<file path="config.mk">
export PLATFORM = sky130hd
export DESIGN_NAME = rsp_sync_pulse_gen
export DESIGN_NICKNAME = d
export VERILOG_FILES = /design/src/design/rsp_pkg.sv /design/src/design/rsp_sync_pulse_gen.sv
export SDC_FILE = /design/constraint.sdc
export NUM_CORES = 1
export LEC_CHECK = 0
export BUFFER_PORTS_ARGS = -buffer_cell sky130_fd_sc_hd__buf_2
export CAP_MARGIN = 20
export CORE_ASPECT_RATIO = 1.75
export CORE_MARGIN = 3
export CORE_UTILIZATION = 39
export CTS_CLUSTER_SIZE = 25
export DETAILED_ROUTE_END_ITERATION = 6
export PLACE_DENSITY_LB_ADDON = 0.12
export SYNTH_ARGS = -nofsm -noshare
export SYNTH_HDL_FRONTEND = slang
export SYNTH_SLANG_ARGS = --single-unit
</file>
<file path="constraint.sdc">
create_clock -name clock -period 2.7 [get_ports clock]
set_input_delay 0.135 -clock clock [delete_from_list [all_inputs] [get_ports clock]]
set_output_delay 0.135 -clock clock [all_outputs]
set_load 0.02 [all_outputs]
</file>
<file path="src/design/rsp_pkg.sv">
// Constants for the ratioed sync pulse generator and its distribution.
// Assumes one core clock; every other domain is ratioed to it.
package rsp_pkg;

	// Pipeline shape: generation flop, distribution stages, header latch
	localparam int GEN_STAGES  = 1;
	localparam int DIST_STAGES = 5;
	localparam int HDR_STAGES  = 1;
	localparam int PIPE_DEPTH  = GEN_STAGES + DIST_STAGES + HDR_STAGES;

	// Enable lanes carried on the distribution pipeline
	localparam int LANE_DR_LAUNCH  = 0;
	localparam int LANE_DR_CAPTURE = 1;
	localparam int LANE_IO         = 2;
	localparam int LANE_IO2X       = 3;
	localparam int LANES           = 4;

	// Ratio table span: core cycles per four memory cycles
	localparam logic [4:0] RATIO_MIN = 5'h08;
	localparam logic [4:0] RATIO_MAX = 5'h15;
	localparam int         POS_W     = 5;

	// Alignment shift codes for the memory-domain pulses
	localparam logic [1:0] SHIFT_NONE  = 2'h0;
	localparam logic [1:0] SHIFT_PLUS  = 2'h1;
	localparam logic [1:0] SHIFT_MINUS = 2'h2;

	// Core-to-system pulse is decoded on this phase of the system period and is registered one cycle later
	localparam logic [7:0] SYS_ACTIVE_PHASE = 8'h02;

	// Default integer dividers of the peripheral clocks and system clock
	localparam int IO2X_DIV_DEF = 2;
	localparam int IO_DIV_DEF   = 4;
	localparam int SYS_DIV_DEF  = 8;

	// Stable indication waits this many cycles beyond the pipe fill
	localparam logic [7:0] SETTLE_CYCLES = 8'h20;

	// Generator states
	typedef enum logic [2:0] {
		RSP_IDLE   = 3'b001,
		RSP_FILL   = 3'b010,
		RSP_STABLE = 3'b100
	} rsp_state_t;

endpackage

</file>
<file path="src/design/rsp_sync_pulse_gen.sv">
// Sync pulse generator and global distribution for ratioed clock domains.
// Assumes the core clock is the only clock; memory, peripheral and system
// clocks are rational fractions of it with phase 0 at reset release.
`timescale 1ns/100ps

module rsp_sync_pulse_gen #(
	parameter int IO2X_DIV = rsp_pkg::IO2X_DIV_DEF,
	parameter int IO_DIV   = rsp_pkg::IO_DIV_DEF,
	parameter int SYS_DIV  = rsp_pkg::SYS_DIV_DEF
) (
	input  wire logic       clock,
	input  wire logic       resetn,
	input  wire logic [4:0] core_mem_ratio,
	input  wire logic [1:0] align_shift,
	input  wire logic       clocks_valid,
	output logic            hdr_mem_launch_enable,
	output logic            hdr_mem_capture_enable,
	output logic            hdr_io_xfer_enable,
	output logic            core_to_double_xfer_enable,
	output logic            double_to_core_xfer_enable,
	output logic            core_to_sys_sync,
	output logic            sys_to_core_sync,
	output logic            sync_stable
);

	// ****************************************************************
	// Timing overview
	// ****************************************************************

	// Every phase counter clears under reset and starts counting on the
	// first core edge after release, so that edge is phase 0 for every
	// derived clock at once.
	//
	// A memory pulse is decided in the cycle whose phase matches a table
	// slot, then loaded into the generation flop on the next edge.
	//
	// The generation flop, five distribution stages and the header latch
	// make seven core stages; a pulse decided in phase p is seen at the
	// header outputs seven edges later.
	//
	// The cluster flops the header outputs once more on its local clock,
	// which is why the transfer flops see each enable one cycle late.
	//
	// Launch and capture lanes share one position set: the safe window
	// for both directions is the same in this table, and one lane pair
	// costs less than two tables that could drift apart.
	//
	// The peripheral lanes come from plain integer dividers and do not
	// see the alignment shift; only the memory lanes move.
	//
	// The system pair skips the distribution pipeline entirely; the reset
	// unit sits next to this block and adds its own two flops.
	//
	// Limitation: ratio and shift are sampled every cycle but are meant
	// to be static. A change outside reset restarts the memory phase at
	// an arbitrary point and may drop or double one pulse; the stable
	// indication stays up unless the new ratio is out of range.
	//
	// An out-of-range ratio leaves the memory lanes silent rather than
	// guessing positions; a silent lane cannot corrupt a crossing, a
	// wrongly placed one can.
	//
	// Stable waits for the pipeline to fill plus a settle margin, so the
	// reset unit never releases the chip while a stage still holds an
	// enable decided before all clocks were valid.

	// ****************************************************************
	// Ratio table
	// ****************************************************************

	// Four positions per memory period, packed {p3,p2,p1,p0}
	function automatic logic [19:0] pos_table(input logic [4:0] n);
		logic [19:0] t;
		t = 20'h0;
		case (n)
			5'h08: t = {5'd7,  5'd5,  5'd3, 5'd1};
			5'h09: t = {5'd8,  5'd6,  5'd3, 5'd1};
			5'h0A: t = {5'd9,  5'd6,  5'd4, 5'd1};
			5'h0B: t = {5'd10, 5'd7,  5'd4, 5'd1};
			5'h0C: t = {5'd10, 5'd7,  5'd4, 5'd1};
			5'h0D: t = {5'd11, 5'd8,  5'd5, 5'd2};
			5'h0E: t = {5'd12, 5'd9,  5'd5, 5'd2};
			5'h0F: t = {5'd13, 5'd9,  5'd6, 5'd2};
			5'h10: t = {5'd14, 5'd10, 5'd6, 5'd2};
			5'h11: t = {5'd15, 5'd11, 5'd6, 5'd2};
			5'h12: t = {5'd16, 5'd11, 5'd7, 5'd2};
			5'h13: t = {5'd17, 5'd12, 5'd7, 5'd2};
			5'h14: t = {5'd17, 5'd12, 5'd7, 5'd2};
			5'h15: t = {5'd18, 5'd13, 5'd8, 5'd3};
			default: t = 20'h0;
		endcase
		return t;
	endfunction

	logic        ratio_ok;
	logic [19:0] positions;
	assign ratio_ok  = (core_mem_ratio >= rsp_pkg::RATIO_MIN) &&
	                   (core_mem_ratio <= rsp_pkg::RATIO_MAX);
	assign positions = pos_table(core_mem_ratio);

	// ****************************************************************
	// Phase counters
	// ****************************************************************

	logic [4:0] mem_phase_ff;
	logic [4:0] nxt_mem_phase;
	logic [7:0] io2x_phase_ff;
	logic [7:0] io_phase_ff;
	logic [7:0] sys_phase_ff;

	// Memory period wraps at the ratio so the pattern repeats
	assign nxt_mem_phase = (mem_phase_ff >= core_mem_ratio - 5'h01) ?
	                       5'h00 : mem_phase_ff + 5'h01;

	// Phase 0 is the nominal alignment of core and memory clocks
	always_ff @(posedge clock or negedge resetn) begin
		if (!resetn) begin
			mem_phase_ff <= 5'h00;
		end else begin
			mem_phase_ff <= ratio_ok ? nxt_mem_phase : 5'h00;
		end
	end

	// Peripheral and system clocks are integer divisions of the core
	always_ff @(posedge clock or negedge resetn) begin
		if (!resetn) begin
			io2x_phase_ff <= 8'h00;
			io_phase_ff   <= 8'h00;
			sys_phase_ff  <= 8'h00;
		end else begin
			io2x_phase_ff <= (io2x_phase_ff == 8'(IO2X_DIV - 1)) ?
			                 8'h00 : io2x_phase_ff + 8'h01;
			io_phase_ff   <= (io_phase_ff == 8'(IO_DIV - 1)) ?
			                 8'h00 : io_phase_ff + 8'h01;
			sys_phase_ff  <= (sys_phase_ff == 8'(SYS_DIV - 1)) ?
			                 8'h00 : sys_phase_ff + 8'h01;
		end
	end

	// ****************************************************************
	// Pulse decode
	// ****************************************************************

	// Shift moves the memory hit point; positive shift wraps backwards
	logic [4:0] shifted_phase;
	always_comb begin
		case (align_shift)
			rsp_pkg::SHIFT_PLUS:
				shifted_phase = (mem_phase_ff == 5'h00) ?
				                core_mem_ratio - 5'h01 :
				                mem_phase_ff - 5'h01;
			rsp_pkg::SHIFT_MINUS:
				shifted_phase = nxt_mem_phase;
			default:
				shifted_phase = mem_phase_ff;
		endcase
	end

	// One hit per memory cycle: four table slots per four-cycle period
	logic [3:0] slot_hit;
	genvar s;
	generate
		for (s = 0; s < 4; s++) begin : g_slot
			assign slot_hit[s] = ratio_ok &&
				(shifted_phase == positions[s*5 +: 5]);
		end
	endgenerate

	// Launch and capture share the safe window; io lanes ignore the shift
	logic [rsp_pkg::LANES-1:0] gen_lanes;
	always_comb begin
		gen_lanes = '0;
		gen_lanes[rsp_pkg::LANE_DR_LAUNCH]  = |slot_hit;
		gen_lanes[rsp_pkg::LANE_DR_CAPTURE] = |slot_hit;
		gen_lanes[rsp_pkg::LANE_IO]         = (io_phase_ff == 8'h00);
		gen_lanes[rsp_pkg::LANE_IO2X]       = (io2x_phase_ff == 8'h00);
	end

	// ****************************************************************
	// Distribution pipeline
	// ****************************************************************

	// Stage 0 is the generation flop, the last is the header latch
	logic [rsp_pkg::LANES-1:0] pipe_ff [rsp_pkg::PIPE_DEPTH];

	genvar k;
	generate
		for (k = 0; k < rsp_pkg::PIPE_DEPTH; k++) begin : g_pipe
			always_ff @(posedge clock or negedge resetn) begin
				if (!resetn) begin
					pipe_ff[k] <= '0;
				end else if (k == 0) begin
					pipe_ff[k] <= gen_lanes;
				end else begin
					pipe_ff[k] <= pipe_ff[k-1];
				end
			end
		end
	endgenerate

	// Header outputs; the cluster flop adds the one-cycle delay
	logic [rsp_pkg::LANES-1:0] hdr_out;
	assign hdr_out = pipe_ff[rsp_pkg::PIPE_DEPTH-1];

	assign hdr_mem_launch_enable  = hdr_out[rsp_pkg::LANE_DR_LAUNCH];
	assign hdr_mem_capture_enable = hdr_out[rsp_pkg::LANE_DR_CAPTURE];
	assign hdr_io_xfer_enable     = hdr_out[rsp_pkg::LANE_IO];

	// Single source feeds both double-rate directions so they never skew
	assign core_to_double_xfer_enable = hdr_out[rsp_pkg::LANE_IO2X];
	assign double_to_core_xfer_enable = hdr_out[rsp_pkg::LANE_IO2X];

	// ****************************************************************
	// Reset unit pulse pair
	// ****************************************************************

	// Sent straight to the reset unit, which double-flops them itself
	always_ff @(posedge clock or negedge resetn) begin
		if (!resetn) begin
			core_to_sys_sync <= 1'b0;
			sys_to_core_sync <= 1'b0;
		end else begin
			core_to_sys_sync <=
				(sys_phase_ff == rsp_pkg::SYS_ACTIVE_PHASE);
			sys_to_core_sync <=
				(sys_phase_ff == rsp_pkg::SYS_ACTIVE_PHASE);
		end
	end

	// ****************************************************************
	// Stable indication
	// ****************************************************************

	// Wait for pipe fill plus settle time; ratio change needs a reset
	rsp_pkg::rsp_state_t state_ff;
	logic [7:0]          settle_ff;

	always_ff @(posedge clock or negedge resetn) begin
		if (!resetn) begin
			state_ff  <= rsp_pkg::RSP_IDLE;
			settle_ff <= 8'h00;
		end else begin
			case (state_ff)
				rsp_pkg::RSP_IDLE: begin
					settle_ff <= 8'h00;
					if (clocks_valid && ratio_ok) begin
						state_ff <= rsp_pkg::RSP_FILL;
					end
				end
				rsp_pkg::RSP_FILL: begin
					if (!clocks_valid || !ratio_ok) begin
						state_ff <= rsp_pkg::RSP_IDLE;
					end else if (settle_ff == rsp_pkg::SETTLE_CYCLES
					             + 8'(rsp_pkg::PIPE_DEPTH)) begin
						state_ff <= rsp_pkg::RSP_STABLE;
					end else begin
						settle_ff <= settle_ff + 8'h01;
					end
				end
				rsp_pkg::RSP_STABLE: begin
					if (!clocks_valid || !ratio_ok) begin
						state_ff <= rsp_pkg::RSP_IDLE;
					end
				end
				default: state_ff <= rsp_pkg::RSP_IDLE;
			endcase
		end
	end

	// Registered so the reset unit never sees a decode glitch
	always_ff @(posedge clock or negedge resetn) begin
		if (!resetn) begin
			sync_stable <= 1'b0;
		end else begin
			sync_stable <= (state_ff == rsp_pkg::RSP_STABLE) &&
			               clocks_valid;
		end
	end

endmodule // rsp_sync_pulse_gen

</file>
=== After elaboration in Yosys (flattened, before gate mapping) ===
Memories as Yosys holds them, arrays and structs flattened.
Index checks and enable logic that the tools add are counted.

* Logic and storage cells: 77
* Memory bits (read-only): 480
* Bits in registers: 70
* Output and inout port bits: 8
* Bits in latches: 0
* Memory bits (writable): 0
* Memories kept: 1

{| class="wikitable"
|+ Memories
! memory !! words !! bits a word !! read ports !! clocked after Yosys merged registers in !! write ports !! line !! RTL
|-
| (no name shown) || 32 || 15 || 1 || 0 || 0 || rsp_sync_pulse_gen.sv:75 || <nowiki>case (n)</nowiki>
|}

* $add $sub $neg: 7
* Shift-type cells: 0
* Magnitude comparators: 3
* Reduce and logical (&&, ||, !) cells: 17
* Mux-type cells: 15
* Eq/ne operators: 19
* Bitwise gates (word level): 0
* $mul: 0
* Divide/modulo/power cells: 0

{| class="wikitable"
|+ Operator list
! cell !! number
|-
| $mux 8 || 5
|-
| $add 8x1->8 const B || 4
|-
| $eq 5x5->1 || 4
|-
| $eq 8x2->1 const B || 2
|-
| $logic_not 8->1 || 2
|-
| $pmux 8 s2 || 1
|-
| $mux 5 || 3
|-
| $mux 3 || 4
|-
| $pmux 5 s2 || 1
|-
| $sub 5x1->5 const B || 2
|-
| $pmux 3 s3 || 1
|-
| $eq 8x1->1 const B || 1
|-
| $eq 8x3->1 const B || 1
|-
| $eq 8x6->1 const B || 1
|-
| $ne 2x2->1 const B || 4
|-
| $logic_and 1x1->1 || 7
|-
| $reduce_and 3->1 || 2
|-
| $add 5x1->5 const B || 1
|-
| $ge 5x4->1 const B || 1
|-
| $ge 5x5->1 || 1
|-
| $le 5x5->1 const B || 1
|-
| $logic_not 5->1 || 1
|-
| $reduce_or 4->1 || 1
|-
| $eq 3x1->1 const B || 1
|-
| 8 further kinds || 9
|}

=== Longest topological paths before layout ===
Gate-level depths: netlist of run 1.

* Depth after elaboration: 7
* Gate-level depth with buffers: 14
* Gate-level depth less buffers: 14

=== Least setup slack after synthesis of run 1 ===
No wires, ideal clock.

* Kind: in2reg
* From: input core_mem_ratio[2]
* To: register pipe_ff[25] (netlist bit)
* Path slack: -0.108 ns
* Stages on the path: 14
* Library setup time: 0.095 ns
* Required time: 2.605 ns
* Arrival time: 2.713 ns
* Path buffers: 1
* Path through: buf_2 -> inv_1 -> ha_1 -> a21boi_0 -> xnor2_1 -> ha_1 -> o21ai_0 -> o221a_2 -> nand3_1 -> a22o_2 -> xor2_1 -> nor4b_1 -> a311oi_1 -> o31ai_1

* Word-level cells in the longest chain between the ends: 7
* Elaborated cells on any way between the ends: 18
* Classes of those cells: 1 x add/sub; 3 x order compare; 4 x eq/ne; 3 x mux; 6 x reduce/logical; 1 x memory

{| class="wikitable"
|+ Ends and longest elaborated chain
! what !! line !! RTL
|-
| start, declared || rsp_sync_pulse_gen.sv:13 || <nowiki>input wire logic [4:0] core_mem_ratio,</nowiki>
|-
| $sub 5x1->5 || rsp_sync_pulse_gen.sv:112, rsp_sync_pulse_gen.sv:150 ||
|-
| $ge 5x5->1 || rsp_sync_pulse_gen.sv:112 || <nowiki>assign nxt_mem_phase = (mem_phase_ff >= core_mem_ratio - 5'h01) ?</nowiki>
|-
| $mux 5 || rsp_sync_pulse_gen.sv:112 ||
|-
| $pmux 5 s2 || rsp_sync_pulse_gen.sv:147 || <nowiki>case (align_shift)</nowiki>
|-
| $eq 5x5->1 || rsp_sync_pulse_gen.sv:165 || <nowiki>(shifted_phase == positions[s*5 +: 5]);</nowiki>
|-
| $logic_and 1x1->1 || rsp_sync_pulse_gen.sv:164 || <nowiki>assign slot_hit[s] = ratio_ok &&</nowiki>
|-
| $reduce_or 4->1 (*) || - ||
|-
| via gen_lanes (one bit) || rsp_sync_pulse_gen.sv:170 || <nowiki>logic [rsp_pkg::LANES-1:0] gen_lanes;</nowiki>
|-
| end signal, assigned by index || rsp_sync_pulse_gen.sv:193 || <nowiki>pipe_ff[k] <= gen_lanes;</nowiki>
|-
| end signal, assigned by index || rsp_sync_pulse_gen.sv:195 || <nowiki>pipe_ff[k] <= pipe_ff[k-1];</nowiki>
|-
| end, declared || rsp_sync_pulse_gen.sv:184 || <nowiki>logic [rsp_pkg::LANES-1:0] pipe_ff [rsp_pkg::PIPE_DEPTH];</nowiki>
|}

Mark *: on every way through the listed nets, which the timed path passes. The rest lies on a longest branch.
A chain may end at the register's enable or synchronous reset.

=== Final worst setup path of run 1 ===
* From: input core_mem_ratio[1]
* To: register pipe_ff[25] (netlist bit)

Same word-level chain as after synthesis.

==> results of run 1 <==
worst max-delay path, delay by kind of cell:
kind            cells  cell delay, ns
compound gates      4            0.84
buf+inv             5            0.58
fa+ha+maj           3            0.66
simple gates        3            0.49
xor+xnor            1            0.11
layout make-up:
class	count	area [sq um]
Clock buffer	14	284
Inverter	18	71.3
Tap cell	117	146
Multi-Input combinational cell	247	1920
Timing Repair Buffer	52	362
Fill cell	813	4370
Sequential cell	63	1580
synthesized netlist by cell type (all sizes together), types with 4 or more instances:
cell,n,area [sq um]
dfrtp,62,1550
nand3,17,85.1
buf,8,62.6
and3,10,62.6
xnor2,28,245
xor2,14,123
nand2,16,62.6
nand4,5,31.3
nand2b,6,37.5
ha,31,388
inv,18,67.6
nor3,10,55.1
mux2i,6,60.1
a21boi,4,30.0
nor2b,4,25.0
o21ai,18,90.1
nor2,26,97.6
a21oi,10,50.1
o22ai,6,37.5
power by group through the flow:
stage | clock network, mW | logic (mW) | registers [mW]
2_1_floorplan | 0 | 0.243 | 1.02
3_3_place_gp | 0 | 0.393 | 1.01
3_5_place_dp | 0 | 0.397 | 1.02
4_1_cts | 1.10 | 0.402 | 1.00
5_1_grt | 1.13 | 0.475 | 1.00
6_report | 1.07 | 0.433 | 1.00
metal layers:
metal | routed length [microns] | track usage (%)
met1 | 2690 | 15.8
met2 | 4140 | 28.4
met3 | 186 | 3.15
met4 | 344 | 11.0
met5 | 0 | 0
stage by stage:
| step | hold slack [ns] | TNS [ns] |
|---|---|---|
| detailed placement | 0.336 | -0.341 |
| CTS | 0.00456 | 0 |
| finish | -0.0317 | 0 |
| global route | 0.0654 | -0.0490 |
| floorplan | -0.161 | 0 |
| global placement | 0.332 | -0.269 |
state kept, by name, indices dropped and copies added, names as in the netlist:
signal            count
sys_to_core_sync      1
io2x_phase_ff         8
sync_stable           1
hdr_out               3
mem_phase_ff          5
io_phase_ff           8
state_ff              3
sys_phase_ff          8
settle_ff             8
pipe_ff              18
logic make-up (layout without fill, tap and decap cells):
family / after synthesis / after routing / share of synthesized area (%)
flops: 63 / 63 / 44.8
buf+inv: 29 / 84 / 4.01
mux: 6 / 6 / 1.70
xor+xnor: 42 / 42 / 10.4
compound gates: 59 / 59 / 11.6
fa+ha+maj: 31 / 31 / 11.0
simple gates: 109 / 109 / 16.4
final timing paths:
check,depth (start not counted),slack (ns),start,end
worst min register to register,0,0.34,pipe_ff[11],pipe_ff[7]
min in group clock,3,0.07,clocks_valid,sync_stable
worst max register to register,12,0.11,mem_phase_ff[0],pipe_ff[25]
max in group asynchronous,2,2.17,resetn,mem_phase_ff[2]
worst max-delay path,16,0.10,core_mem_ratio[1],pipe_ff[25]
worst min-delay path,2,-0.03,resetn,sys_to_core_sync
what timing repair did:
item	4_1_cts	5_1_grt
gates resized for setup	1	17
hold buffers	0	0
pin swaps	0	13
endpoints found under the setup margin	1	1
buffers inserted	0	4
==> impl_metrics.ini, run 1 <==
[place]
dpl_cell_area_sq_um = 3950
port_buffers = 17
dpl.cell_count = 493
preCtsSetupSlack_ns = -0.341
place_hpwl_mm = 5.68
gp_congestion = 0.866

[timing]
report.final.setup_viol = 0
post-route-min-period_ns = 2.60
timing_hold_violations_final = 48
clock_skew_ns = 0.00675
slew_viol_final = 0
hold_slack_ns = -0.0317
postLayoutSetupSlackWorst_ns = 0.101
final_min_period_over_clock_period_pct = 96.3
worst-slew-pin-transition_ns = 0.763
slew-limit-headroom_pct = 49.1
rsz0062_at_grt = yes
fmaxAchievable_mhz = 385

[clock_tree]
cts.path.max_buffers = 2
tritoncts_clock_tree = built
clk_transition_reported_paths_ns = 0.05
cts_htree_levels = 3
cts_root_buf = sky130_fd_sc_hd__clkbuf_16
cts_sinks = 63
clk-insertion-delay-late_ns = 0.32
tritoncts.num_buffers = 9

[outcome]
run_status = complete, but fails checks
failed_checks = hold timing

[critical_path]
crit_slowest_cell = sky130_fd_sc_hd__o221a_2
critical_path_cell_by_cell = buf_8 > clkinvlp_4 > ha_4 > buf_6 > ha_4 > ha_4 > a211oi_2 > o221a_2 > nand3_2 > a22o_4 > buf_4 > buf_4 > xnor2_1 > nor3_1 > nand4_1 > o31ai_1
cp-end-kind = flop
critPathMaxFanout = 5
worstSetupPathType = input port to flop
crit_path_start_kind = input port
critPathRequiredTime_ns = 2.92
timing.critical_path.arrival_ns = 2.82
critPathMostFrequentCell = sky130_fd_sc_hd__ha_4
worst_path_largest_cell_delay_ns = 0.27

[floorplan]
start_util_pct = 40.4
die_area_sq_um = 10300
die_w_microns = 77.9
ioPinCount = 18
core_area_sq_um = 8730
core.rowCount = 45
die_y_microns = 132

[power]
p_int_mw = 1.90
peakVddDrop_uv = 372
switching_share_pct = 24.2
pwr-share-comb_pct = 17.3
leakagePower_nw = 2.02
clockPowerShare_pct = 42.7
netSwitchingPower_uw = 607
seq_power_share_pct = 39.9
power_per_cell_area_nw_per_um2 = 574
report.power.total_mw = 2.50

[global_routing]
grt_util_all_layers_pct = 15.8
initial_antenna_violation_count = 0
grt_first_pass_wirelength_mm = 12.8
globalRouteOverflowTotal = 0
pin_count_of_the_biggest_net_entering_global_routing = 64
number_of_global_route_vias_before_repair = 2763

[detailed_routing]
vias = 2660
route.antenna.remaining_nets = 0
avg_vias_per_cell = 5.21
wl_per_cell_microns = 14.4
wl_mm = 7.36
drc = 0
drt_pass1_iterations = 4
detailed_router_s_first_iteration_violation_count = 73

[synth]
netlist-cell-type-count = 55
synth_edf_count = 0
post_synth_inst_count = 339
seq_area_frac_synth_pct = 44.8
yosys_register_bits = 63
syn_avg_cell_area_sq_um = 10.4
post_synthesis_cell_area_sq_um = 3520
synth.yosys.warnings = 0
mappedNetlistNets = 380
synthArstFlopShare_pct = 100
synth_ff_type = sky130_fd_sc_hd__dfrtp_1

[min_path]
worstHoldPathType = input port to asynchronous set/reset pin

[layout]
drive_gt1_share_pct = 24.4
commonest_cells_after_routing_fill_and_taps_aside = sky130_fd_sc_hd__dfrtp_1 (61), sky130_fd_sc_hd__buf_4 (34), sky130_fd_sc_hd__nor2_1 (26), sky130_fd_sc_hd__ha_1 (26), sky130_fd_sc_hd__xnor2_1 (25)
final_cell_area_sq_um = 4360
antenna_cells = 0
postLayoutCoreUtil_pct = 49.9
area_growth_pct = 23.7
finish.cell_count_without_fillers = 511
final_common_cell = sky130_fd_sc_hd__dfrtp_1
num-nets-final = 432

[run]
max-cap-violations = 0
Power figures use the tool's default switching activity.
==> inputs of run 2 (changes only) <==
Settings changed: ABC_AREA from default to 1.
==> impl_metrics.ini, run 2 <==
[floorplan]
die_area_sq_um = 11000
die_w_microns = 80.7
core_area_sq_um = 9470
ioPinCount = 18
core.rowCount = 47
start_util_pct = 40.2
die_y_microns = 137

[timing]
slew-limit-headroom_pct = 49.5
fin_tns_setup_ns = 0
clock_skew_ns = 0.00402
report.final.setup_viol = 0
postLayoutSetupSlackWorst_ns = 0.294
post-route-min-period_ns = 2.41
worst-slew-pin-transition_ns = 0.758
slew_viol_final = 0
timing_hold_violations_final = 58
hold_slack_ns = -0.0387
fmaxAchievable_mhz = 416
rsz0062_at_grt = no
final_min_period_over_clock_period_pct = 89.1

[global_routing]
initial_antenna_violation_count = 0
grt_first_pass_wirelength_mm = 13.7
number_of_global_route_vias_before_repair = 3078
pin_count_of_the_biggest_net_entering_global_routing = 64
grt_util_all_layers_pct = 16.0
globalRouteOverflowTotal = 0

[synth]
synth.top_cells.by_count = sky130_fd_sc_hd__nand2_1 (107), sky130_fd_sc_hd__inv_1 (64), sky130_fd_sc_hd__dfrtp_1 (62)
synth_edf_count = 0
synth_ff_type = sky130_fd_sc_hd__dfrtp_1
yosysTopAreaCell = sky130_fd_sc_hd__dfrtp_1
post_synthesis_cell_area_sq_um = 3800
synthArstFlopShare_pct = 100
yosys.cell_count.top_type = sky130_fd_sc_hd__nand2_1
syn_avg_cell_area_sq_um = 8.15
yosys_register_bits = 63
netlist-cell-type-count = 36
synth.yosys.warnings = 0
post_synth_inst_count = 467
yosys.area.top_type_share_pct = 40.8
seq_area_frac_synth_pct = 41.5
mappedNetlistNets = 508
ys_top_cells_by_area = sky130_fd_sc_hd__dfrtp_1 (41%), sky130_fd_sc_hd__nand2_1 (11%), sky130_fd_sc_hd__ha_1 (10%)

[power]
clockPowerShare_pct = 38.9
leakagePower_nw = 2.29
power_per_cell_area_nw_per_um2 = 587
switching_share_pct = 28.9
peakVddDrop_uv = 331
p_int_mw = 1.82
pwr-share-comb_pct = 20.4
seq_power_share_pct = 40.7
netSwitchingPower_uw = 740

[layout]
final_common_cell = sky130_fd_sc_hd__nand2_1
commonest_cells_after_routing_fill_and_taps_aside = sky130_fd_sc_hd__nand2_1 (107), sky130_fd_sc_hd__inv_1 (64), sky130_fd_sc_hd__dfrtp_1 (62)
area_of_combinational_cells_with_multiple_inputs_sq_um = 1930
largest_register_ffs = 18
number_of_fillers_in_the_final_layout = 921
drive_gt1_share_pct = 12.5
area_growth_pct = 14.5
largest_register_by_flop_count = pipe_ff
antenna_cells = 0
layout.area.seq_sq_um = 1580
num-nets-final = 543

[detailed_routing]
drt_pass1_iterations = 4
drc = 0
wl_mm = 7.80
detailed_router_s_first_iteration_violation_count = 142
vias = 3050
avg_vias_per_cell = 4.86
route.antenna.remaining_nets = 0
wl_per_cell_microns = 12.4

[place]
gp_congestion = 0.883
preCtsSetupSlack_ns = 0.0317
port_buffers = 17
place_hpwl_mm = 6.16

[critical_path]
worstRegToRegCells = 15
cp-end-kind = flop
worstSetupPathType = flop to flop
timing.reg2reg.setup_slack_ns = 0.29
timing.critical_path.arrival_ns = 2.62
critPathRequiredTime_ns = 2.91
crit_path_start_kind = flop
critPathMaxFanout = 6

[clock_tree]
cts_htree_levels = 3
cts_root_buf = sky130_fd_sc_hd__clkbuf_16
tritoncts.num_buffers = 9
clk_transition_reported_paths_ns = 0.05
tritoncts_clock_tree = built
cts_sinks = 63
cts.path.max_buffers = 2
clk-insertion-delay-late_ns = 0.32
cts.repair_timing.setup_buffer_count = 0

[run]
max-cap-violations = 0

[outcome]
failed_checks = hold timing
run_status = complete, but fails checks

[min_path]
worstHoldPathType = input port to asynchronous set/reset pin
## run 2: cell count changes after synthesis, moves of 7 or more
cell	before	now
sky130_fd_sc_hd__and3_1	10	0
sky130_fd_sc_hd__inv_1	18	64
sky130_fd_sc_hd__nand2_1	15	107
sky130_fd_sc_hd__nand3_1	17	42
sky130_fd_sc_hd__nand3b_1	1	9
sky130_fd_sc_hd__nor2_1	26	46
sky130_fd_sc_hd__o21ai_0	17	10
sky130_fd_sc_hd__xnor2_1	28	1
## run 2: cell families after synthesis
logic type / synth area share (%)
compound gates: 5.72
xor+xnor: 4.14
fa+ha+maj: 10.2
buf+inv: 7.92
flops: 41.5
simple gates: 30.5
## run 2: final cells by class
type / count / area share (%)
sequential: 63 / 36.2
multi-input combinational: 330 / 44.3
timing repair buffer: 30 / 4.19
inverter: 68 / 5.86
clock buffer: 14 / 5.83
clock inverter: 1 / 0.115
tap: 122 / 3.50
## run 2: path summary, 6_finish.rpt
path                                 start                to
max in group asynchronous           resetn       pipe_ff[10]
hold reg to reg                pipe_ff[23]       pipe_ff[19]
min in group clock            clocks_valid       sync_stable
hold / removal                      resetn  io2x_phase_ff[5]
setup / recovery           mem_phase_ff[0]       pipe_ff[25]
setup reg to reg           mem_phase_ff[0]       pipe_ff[25]
## run 2: layer usage
layer | vias to the layer above | share of wire (%) | track usage (%)
li1 | 1574 | - | -
met1 | 1402 | 39 | 16.6
met2 | 51 | 53 | 28.8
met3 | 23 | 3.0 | 3.03
met4 | 0 | 5.0 | 10.2
met5 | - | 0 | 0
## run 2: power by group through the flow
stage               Combinational, mW  Clock (mW)  Sequential (mW)
floorplan                       0.377           0             1.05
global route                    0.604        1.06             1.05
detailed placement              0.523           0             1.06
finish                          0.521       0.996             1.04
CTS                             0.526        1.03             1.04
global placement                0.523           0             1.05
## run 2: through the flow
stage / total power [mW] / utilization, % / cells / instance area, sq um / hold slack [ns]
after floorplan: 1.43 / - / 467 / 3800 / -0.161
after global placement: 1.58 / 43.2 / 613 / 4090 / 0.334
after detailed placement: 1.58 / 43.2 / 613 / 4090 / 0.335
after CTS: 2.60 / 46.0 / 628 / 4350 / 0.00416
after global routing: 2.71 / 46.0 / 628 / 4360 / 0.0333
final: 2.56 / 46.0 / 628 / 4360 / -0.0387
## run 2: timing repair
item,4_1_cts,5_1_grt
hold buffers,0,0
resized for setup,0,2
hold endpoints to repair,0,0
setup endpoints to repair,0,1
## run 2: worst max-delay path: stages, from the launching register on
cell	delay [ns]
sky130_fd_sc_hd__dfrtp_1	0.43
sky130_fd_sc_hd__inv_1	0.21
sky130_fd_sc_hd__ha_2	0.28
sky130_fd_sc_hd__nand3_1	0.17
sky130_fd_sc_hd__inv_1	0.15
sky130_fd_sc_hd__nand2_1	0.06
sky130_fd_sc_hd__a21oi_1	0.18
sky130_fd_sc_hd__nand2_1	0.18
sky130_fd_sc_hd__nand2_1	0.16
sky130_fd_sc_hd__nand2_1	0.06
sky130_fd_sc_hd__nand2_1	0.09
sky130_fd_sc_hd__nor2_1	0.05
sky130_fd_sc_hd__nand3b_1	0.07
sky130_fd_sc_hd__nor2_1	0.04
sky130_fd_sc_hd__nor2_1	0.11
sky130_fd_sc_hd__nand2_1	0.05
